## config.mk

```make
export PLATFORM = sky130hd
export DESIGN_NAME = fds_ctrl_flat
export DESIGN_NICKNAME = d
export VERILOG_FILES = /design/src/logic/fds_pkg.sv /design/src/logic/fds_link_if.sv /design/src/logic/fds_ctrl.sv /design/src/flat_wrapper.sv
export VERILOG_INCLUDE_DIRS = /design/src /design/src/logic
export SDC_FILE = /design/constraint.sdc
export NUM_CORES = 1
export LEC_CHECK = 0
export CAP_MARGIN = 20
export CORE_ASPECT_RATIO = 1.75
export CORE_MARGIN = 2
export CORE_UTILIZATION = 45
export CTS_BUF_LIST = sky130_fd_sc_hd__clkbuf_2 sky130_fd_sc_hd__clkbuf_4 sky130_fd_sc_hd__clkbuf_8
export CTS_CLUSTER_DIAMETER = 100
export DETAILED_ROUTE_END_ITERATION = 12
export DONT_BUFFER_PORTS = 1
export SLEW_MARGIN = 20
export SYNTH_ARGS = -nofsm -noshare
export SYNTH_HDL_FRONTEND = slang
export SYNTH_SLANG_ARGS = --single-unit
```

## constraint.sdc

```tcl
create_clock -name mclk -period 3.7 [get_ports mclk]
set_input_delay 0.555 -clock mclk [delete_from_list [all_inputs] [get_ports mclk]]
set_output_delay 0.555 -clock mclk [all_outputs]
set_load 0.005 [all_outputs]
```

## src/logic/fds_defines.svh

```systemverilog
// Purpose: shared constants for the drive-select link
// Assumes: 20 MHz mclk
// Notes:   settle count derives from a time in its own units; step counts are given in cycles
`ifndef FDS_DEFINES_SVH
`define FDS_DEFINES_SVH
`define FDS_NUM_DRIVES      4
`define FDS_CLK_MHZ         20
`define FDS_SETTLE_MS       20
`define FDS_SETTLE_CYC      (`FDS_SETTLE_MS * 1000 * `FDS_CLK_MHZ)
`define FDS_STEP_HI_CYC     8'h14
`define FDS_STEP_LO_CYC     8'h14
`endif

```

## src/logic/fds_pkg.sv

```systemverilog
// Purpose: types for the drive-select link
// Assumes: nothing
// Notes:   one-hot controller states
package fds_pkg;
    typedef enum logic [3:0] {
        FDS_IDLE   = 4'b0001,
        FDS_STEP   = 4'b0010,
        FDS_SETTLE = 4'b0100,
        FDS_XFER   = 4'b1000
    } fds_state_t;
endpackage : fds_pkg

```

## src/logic/fds_link_if.sv

```systemverilog
// Purpose: drive interface cable between controller and drive
// Assumes: one drive end per instance; shared bus resolved by the bench
// Notes:   active-low pins; status outputs have enables
`timescale 1ns/1ps
interface fds_link_if;
    logic drive_pick_zero_n;
    logic drive_pick_one_n;
    logic drive_pick_two_n;
    logic drive_pick_three_n;
    logic step_n;
    logic dir_in;
    logic write_gate_n;
    logic write_data_n;
    logic read_data_n;
    logic read_data_oe;
    logic track_zero_n;
    logic track_zero_oe;
    modport ctrl (
        output drive_pick_zero_n, drive_pick_one_n, drive_pick_two_n, drive_pick_three_n,
        output step_n, dir_in, write_gate_n, write_data_n,
        input  read_data_n, read_data_oe, track_zero_n, track_zero_oe
    );
    modport drive (
        input  drive_pick_zero_n, drive_pick_one_n, drive_pick_two_n, drive_pick_three_n,
        input  step_n, dir_in, write_gate_n, write_data_n,
        output read_data_n, read_data_oe, track_zero_n, track_zero_oe
    );
endinterface : fds_link_if

```

## src/logic/fds_ctrl.sv

```systemverilog
// Purpose: controller end; selects one drive, steps, then transfers
// Assumes: status pins arrive from another domain
// Notes:   settle count is a parameter to allow short simulation
`timescale 1ns/1ps
`include "fds_defines.svh"
module fds_ctrl #(
    parameter int unsigned SETTLE_CYC = `FDS_SETTLE_CYC
) (
    // clock and reset
    input  wire logic       mclk,
    input  wire logic       rst_b,
    // user request
    input  wire logic       req_valid,
    output logic            req_ready,
    input  wire logic [1:0] req_drive,
    input  wire logic [7:0] req_steps,
    input  wire logic       req_dir,
    input  wire logic       req_write,
    input  wire logic       req_wdata,
    output logic            busy,
    output logic            done,
    output logic            track_zero,
    output logic            read_bit,
    // cable
    fds_link_if.ctrl        link
);
    fds_pkg::fds_state_t state;
    logic [3:0]  pick_n;
    logic [7:0]  steps_left;
    logic [7:0]  ph_cnt;
    logic [31:0] settle_cnt;
    logic        wr;
    logic [3:0]  st_s1;
    logic [3:0]  st_s2;

    assign req_ready = (state == fds_pkg::FDS_IDLE);
    assign busy      = !req_ready;

    always_ff @(posedge mclk or negedge rst_b) begin
        if (!rst_b) begin
            state      <= fds_pkg::FDS_IDLE;
            pick_n     <= 4'hf;
            steps_left <= 8'h00;
            ph_cnt     <= 8'h00;
            settle_cnt <= 32'h0;
            wr         <= 1'b0;
            done       <= 1'b0;
        end else begin
            done <= 1'b0;
            case (state)
                fds_pkg::FDS_IDLE: begin
                    pick_n <= 4'hf;
                    if (req_valid) begin
                        // one-hot select so only one line is ever low
                        pick_n     <= ~(4'h1 << req_drive);
                        steps_left <= req_steps;
                        wr         <= req_write;
                        ph_cnt     <= 8'h00;
                        state      <= fds_pkg::FDS_STEP;
                    end
                end
                fds_pkg::FDS_STEP: begin
                    if (steps_left == 8'h00) begin
                        settle_cnt <= 32'h0;
                        state      <= fds_pkg::FDS_SETTLE;
                    end else if (ph_cnt == `FDS_STEP_HI_CYC + `FDS_STEP_LO_CYC - 8'h01) begin
                        ph_cnt     <= 8'h00;
                        steps_left <= steps_left - 8'h01;
                    end else begin
                        ph_cnt <= ph_cnt + 8'h01;
                    end
                end
                fds_pkg::FDS_SETTLE: begin
                    // full settle even after zero steps, re-seating after power-save
                    if (settle_cnt >= SETTLE_CYC - 1) begin
                        state <= fds_pkg::FDS_XFER;
                    end else begin
                        settle_cnt <= settle_cnt + 32'h1;
                    end
                end
                fds_pkg::FDS_XFER: begin
                    // select held low through here, released only when done
                    if (!req_valid) begin
                        done  <= 1'b1;
                        state <= fds_pkg::FDS_IDLE;
                        pick_n <= 4'hf;
                    end
                end
                default: state <= fds_pkg::FDS_IDLE;
            endcase
        end
    end

    assign link.drive_pick_zero_n  = pick_n[0];
    assign link.drive_pick_one_n   = pick_n[1];
    assign link.drive_pick_two_n   = pick_n[2];
    assign link.drive_pick_three_n = pick_n[3];

    always_ff @(posedge mclk or negedge rst_b) begin
        if (!rst_b) begin
            link.step_n       <= 1'b1;
            link.dir_in       <= 1'b0;
            link.write_gate_n <= 1'b1;
            link.write_data_n <= 1'b1;
        end else begin
            link.step_n       <= !(state == fds_pkg::FDS_STEP && steps_left != 8'h00
                                   && ph_cnt < `FDS_STEP_LO_CYC);
            link.dir_in       <= req_dir;
            // gate rises on the same edge that releases the select, never after
            link.write_gate_n <= !(state == fds_pkg::FDS_XFER && wr
                                   && req_valid);
            link.write_data_n <= !(state == fds_pkg::FDS_XFER && wr
                                   && req_valid && req_wdata);
        end
    end

    always_ff @(posedge mclk or negedge rst_b) begin
        if (!rst_b) begin
            st_s1      <= 4'h5;
            st_s2      <= 4'h5;
            track_zero <= 1'b0;
            read_bit   <= 1'b0;
        end else begin
            // enable and level synchronised apart, combined only after two flops
            st_s1      <= {link.track_zero_oe, link.track_zero_n,
                           link.read_data_oe, link.read_data_n};
            st_s2      <= st_s1;
            track_zero <= st_s2[3] && !st_s2[2];
            read_bit   <= st_s2[1] && !st_s2[0];
        end
    end
endmodule : fds_ctrl

```

## src/flat_wrapper.sv

```systemverilog
// flat-port wrapper written by rule: the top's interface ports become plain ports
module fds_ctrl_flat 
#(
    parameter int unsigned SETTLE_CYC = `FDS_SETTLE_CYC
)
  (mclk, rst_b, req_valid, req_ready, req_drive, req_steps, req_dir, req_write, req_wdata, busy, done, track_zero, read_bit, link_drive_pick_zero_n, link_drive_pick_one_n, link_drive_pick_two_n, link_drive_pick_three_n, link_step_n, link_dir_in, link_write_gate_n, link_write_data_n, link_read_data_n, link_read_data_oe, link_track_zero_n, link_track_zero_oe);
  fds_link_if link_i ();
  input  wire logic mclk;
  input  wire logic rst_b;
  input  wire logic req_valid;
  output logic req_ready;
  input  wire logic [1:0] req_drive;
  input  wire logic [7:0] req_steps;
  input  wire logic req_dir;
  input  wire logic req_write;
  input  wire logic req_wdata;
  output logic busy;
  output logic done;
  output logic track_zero;
  output logic read_bit;
  output wire logic [$bits(link_i.drive_pick_zero_n)-1:0] link_drive_pick_zero_n;
  output wire logic [$bits(link_i.drive_pick_one_n)-1:0] link_drive_pick_one_n;
  output wire logic [$bits(link_i.drive_pick_two_n)-1:0] link_drive_pick_two_n;
  output wire logic [$bits(link_i.drive_pick_three_n)-1:0] link_drive_pick_three_n;
  output wire logic [$bits(link_i.step_n)-1:0] link_step_n;
  output wire logic [$bits(link_i.dir_in)-1:0] link_dir_in;
  output wire logic [$bits(link_i.write_gate_n)-1:0] link_write_gate_n;
  output wire logic [$bits(link_i.write_data_n)-1:0] link_write_data_n;
  input wire logic [$bits(link_i.read_data_n)-1:0] link_read_data_n;
  input wire logic [$bits(link_i.read_data_oe)-1:0] link_read_data_oe;
  input wire logic [$bits(link_i.track_zero_n)-1:0] link_track_zero_n;
  input wire logic [$bits(link_i.track_zero_oe)-1:0] link_track_zero_oe;
  assign link_drive_pick_zero_n = link_i.drive_pick_zero_n;
  assign link_drive_pick_one_n = link_i.drive_pick_one_n;
  assign link_drive_pick_two_n = link_i.drive_pick_two_n;
  assign link_drive_pick_three_n = link_i.drive_pick_three_n;
  assign link_step_n = link_i.step_n;
  assign link_dir_in = link_i.dir_in;
  assign link_write_gate_n = link_i.write_gate_n;
  assign link_write_data_n = link_i.write_data_n;
  assign link_i.read_data_n = link_read_data_n;
  assign link_i.read_data_oe = link_read_data_oe;
  assign link_i.track_zero_n = link_track_zero_n;
  assign link_i.track_zero_oe = link_track_zero_oe;
  fds_ctrl #(.SETTLE_CYC(SETTLE_CYC)) u_core (.mclk(mclk), .rst_b(rst_b), .req_valid(req_valid), .req_ready(req_ready), .req_drive(req_drive), .req_steps(req_steps), .req_dir(req_dir), .req_write(req_write), .req_wdata(req_wdata), .busy(busy), .done(done), .track_zero(track_zero), .read_bit(read_bit), .link(link_i));
endmodule
```

==> summary by stage <==
Run status
The flow ran to the end, and the final reports show no timing, DRC or antenna violations.

Power and ir drop
The clock group share of total power is 30.4%. Net switching is 34.26% of the power. Total power for the finished layout comes to 2268 µW. IR analysis of the VDD net gives a maximum drop of 0.3223 mV. The total net switching power is 777.0 µW. The combinational power share is 23.5%.

Internal power comes to 1491 µW. The analysis attributes to cell leakage a power of 0.001585 µW. In this run the power density over the cells is 606.4 nW/µm².

The sequential power share is 46.0%.

Hold path
The tightest min-delay check is of the in2async type.

Clock tree
The clock tree from TritonCTS is built. After clock tree synthesis, the clock-pin slew on the worst setup and hold paths is 90 ps. The TritonCTS buffer count is 9. For the worst-skew pair, the clock arrives at the later sink with an insertion delay of 360 ps. Post-CTS timing repair inserted 0 buffers for setup. The tree is rooted in a sky130_fd_sc_hd__clkbuf_8.

The number of levels in the clock H-tree is 3. No sink is reached through more buffers than the 2 on the longest clock path. Counting every sink on the clock net gives 72.

Synthesis
The register bit total from synthesis is 72. The synthesized netlist occupies a cell area of 3443 µm². For this run, the leading register cell type out of synthesis is sky130_fd_sc_hd__dfrtp_1.

After synthesis, the mean cell area works out to 10.28 µm². Synthesis handed over a netlist of 335 instances. Sequential elements use 52.76% of the synthesized area.

In this run, distinct cell masters in the synthesized netlist total 52. In this run, synthesis inferred 0 flip-flops with an integrated enable. The post-synthesis net count is 359.

The async set-reset flop share out of synthesis is 100.0%. The count of synthesis-stage warnings from yosys is 0.

Timing
The largest clock skew in the final design is 15.51 ps. The slew at the pin with the worst max-slew slack is 843.4 ps. The max-slew violation count is 0. Setup repair after global routing left no endpoint under its margin. The fraction of the cycle the final worst path needs is 73.23%.

The number of hold violations in the final report is 0. For this run, the top clock speed supported by timing is 369.1 MHz. The accumulated negative setup slack is 0 ps. Setup violations remaining at the end of the flow were counted as 0. The tightest slew margin relative to the limit is 43.77%. The final critical delay including setup and external delays is 2709 ps.

GRT
The overall track demand over capacity in global routing is 18.78%. After global routing the overflow that remains totals 0. Entering global routing, the biggest net connects 61 pins. The initial antenna violation count is 0. The number of global-route vias before repair is 2530. The global-route wire length before repair is 12320 µm.

Layout
The share of post-route cells with drive strength above 1 is 14.37%. Summing all multi-input logic gate instances after layout gives 1501 µm². The relative area change from synthesis to final layout is 8.612%.

The most common cell after layout, fill and taps aside is sky130_fd_sc_hd__dfrtp_1. The share of the core filled with cells is 49.77%. The sequential standard cell area is 1817 µm².

The top cell types in the final layout, fill and taps aside, are sky130_fd_sc_hd__dfrtp_1, sky130_fd_sc_hd__nand2_1, sky130_fd_sc_hd__o21ai_0, sky130_fd_sc_hd__nor2_1. At the end of the flow, the number of nets in the layout was 360. The layout has 706 filler cells. The antenna diode count is 0.

Detailed routing
The routed layout has 2526 vias. The violation count after the first detailed-routing iteration is 220. The number of detailed-routing iterations run before antenna repair is 4. The detailed-route DRC error count is 0. The detail route stage leaves a number of antenna-violating nets equal to 0. The total length of routed wires is 7215 µm. The average routed wire per standard cell is 16.82 µm. The via-per-instance ratio is 5.888.

Die
The vertical extent of the die is 119.7 µm. The placement row count is 42. For this configuration, the core starts out at a cell density of 45.82%. The core box area is 7515 µm². 33 I/O pins were placed. The floorplan step defined a die boundary enclosing 8395 µm². The x dimension of the die is 70.13 µm.

Setup path
The critical path goes through inv_1 -> ha_1 -> or4b_4 -> o41a_2 -> a21oi_1 -> inv_1 -> nand2b_1 -> o21ai_0. The arrival time of data at the critical path endpoint is 2930 ps. For the worst setup path, the data required time is 3930 ps. The worst setup path is captured at a flop. The highest cell delay on the worst timing path is 540 ps. The cell that appears most often on the critical path is sky130_fd_sc_hd__inv_1.

The nature of the critical path startpoint is a flop. The worst setup path category is reg2reg. In this run the worst path has a maximum fanout of 11. On the critical path, the stage with the largest delay is an instance of sky130_fd_sc_hd__a21oi_1.

Placement
The number of I/O port buffers is 0. At the end of routability-driven placement, the weighted congestion stood at 0.8004. The wire-length estimate of the detail-placed layout is 4763 µm.

Flow run
The max-cap violation count is 0.
layout make-up:
type	instances	area share, %
inverters	11	1.104
flip-flops and latches	72	48.58
well taps	88	2.944
clock inverters	7	2.576
clock buffers	9	3.312
repair buffers	4	1.338
multi-input cells	238	40.15
synth_stat cells, types with 5 or more instances:
cell                        n  share of area [%]
sky130_fd_sc_hd__and2_1    10                1.8
sky130_fd_sc_hd__nor3b_1    5                1.1
sky130_fd_sc_hd__nand2b_1   5               0.91
sky130_fd_sc_hd__nand3_1   20                2.9
sky130_fd_sc_hd__a21oi_1   20                2.9
sky130_fd_sc_hd__nor3_1    16                2.3
sky130_fd_sc_hd__dfrtp_1   60                 44
sky130_fd_sc_hd__nand4_1    5               0.91
sky130_fd_sc_hd__dfstp_2   12                9.2
sky130_fd_sc_hd__inv_1     10                1.1
sky130_fd_sc_hd__clkbuf_1   8               0.87
sky130_fd_sc_hd__nand2_1   29                3.2
sky130_fd_sc_hd__nor2_1    24                2.6
sky130_fd_sc_hd__and3_1    12                2.2
sky130_fd_sc_hd__a31oi_1    6                1.1
sky130_fd_sc_hd__o21ai_0   25                3.6
power groups by stage:
stage	Sequential, µW	Combinational (µW)	Clock (µW)
CTS	1040	539	703
global route	1060	604	735
finish	1040	533	691
floorplan	1020	447	0
global placement	1060	510	0
detailed placement	1060	522	0
critical path, delay by kind of cell, from the launching register on:
kind	cells	cell delay [ps]
compound gates	3	1060
fa+ha+maj	1	130
buf+inv	2	250
flops	1	410
simple gates	2	720
registers in the layout (all words and copies together) (netlist names), 4 cells and up:
| name | cells |
|---|---|
| u_core.ph_cnt | 8 |
| u_core.pick_n | 4 |
| u_core.settle_cnt | 32 |
| u_core.st_s1 | 4 |
| u_core.st_s2 | 4 |
| u_core.state | 4 |
| u_core.steps_left | 8 |
metrics by stage:
stage	setup WS, ps	cells	hold WS [ps]	instance area, µm²
finish	990.5	429	30.10	3740
floorplan	1511	335	259.4	3443
CTS	993.1	429	17.89	3740
global route	777.5	429	10.83	3740
global placement	1073	412	262.2	3492
detailed placement	1017	412	262.4	3492
path summary, 6_finish.rpt:
path	from	slack, ps	cells after the start	to
max in group asynchronous	rst_b	3360	1	u_core.settle_cnt[24]$_DFFE_PN0P_
setup / recovery	u_core.steps_left[0]$_DFFE_PN0P_	990	8	u_core.ph_cnt[4]$_DFFE_PN0P_
min in group mclk	link_read_data_n	190	0	u_core.st_s1[0]$_DFF_PN1_
setup reg to reg	u_core.steps_left[0]$_DFFE_PN0P_	990	8	u_core.ph_cnt[4]$_DFFE_PN0P_
hold / removal	rst_b	30	0	u_core.st_s2[0]$_DFF_PN1_
hold reg to reg	u_core.st_s1[0]$_DFF_PN1_	350	0	u_core.st_s2[0]$_DFF_PN1_
per-layer routing:
metal  vias up  global-route usage (%)  share of wire [%]
li1       1222                       -                  -
met1      1248                   21.51                 42
met2        41                   32.26                 52
met3        15                   4.954                3.4
met4         0                   8.894                2.6
met5         -                       0                  0
repair_timing:
action                                 CTS  global route
hold buffers                             1             0
gates resized for setup                  0             0
endpoints found under the hold margin   60             0
logic make-up after synthesis:
| family | count (synthesis) | synth area share (%) |
|---|---|---|
| buffers and inverters | 25 | 3.633 |
| adder cells (fa/ha/maj) | 4 | 1.454 |
| flip-flops | 72 | 52.76 |
| AO/OA/AOI/OAI | 86 | 17.91 |
| AND/OR/NAND/NOR | 145 | 23.33 |
| multiplexers | 3 | 0.9084 |
No activity file was read; power rests on OpenSTA's default activity.
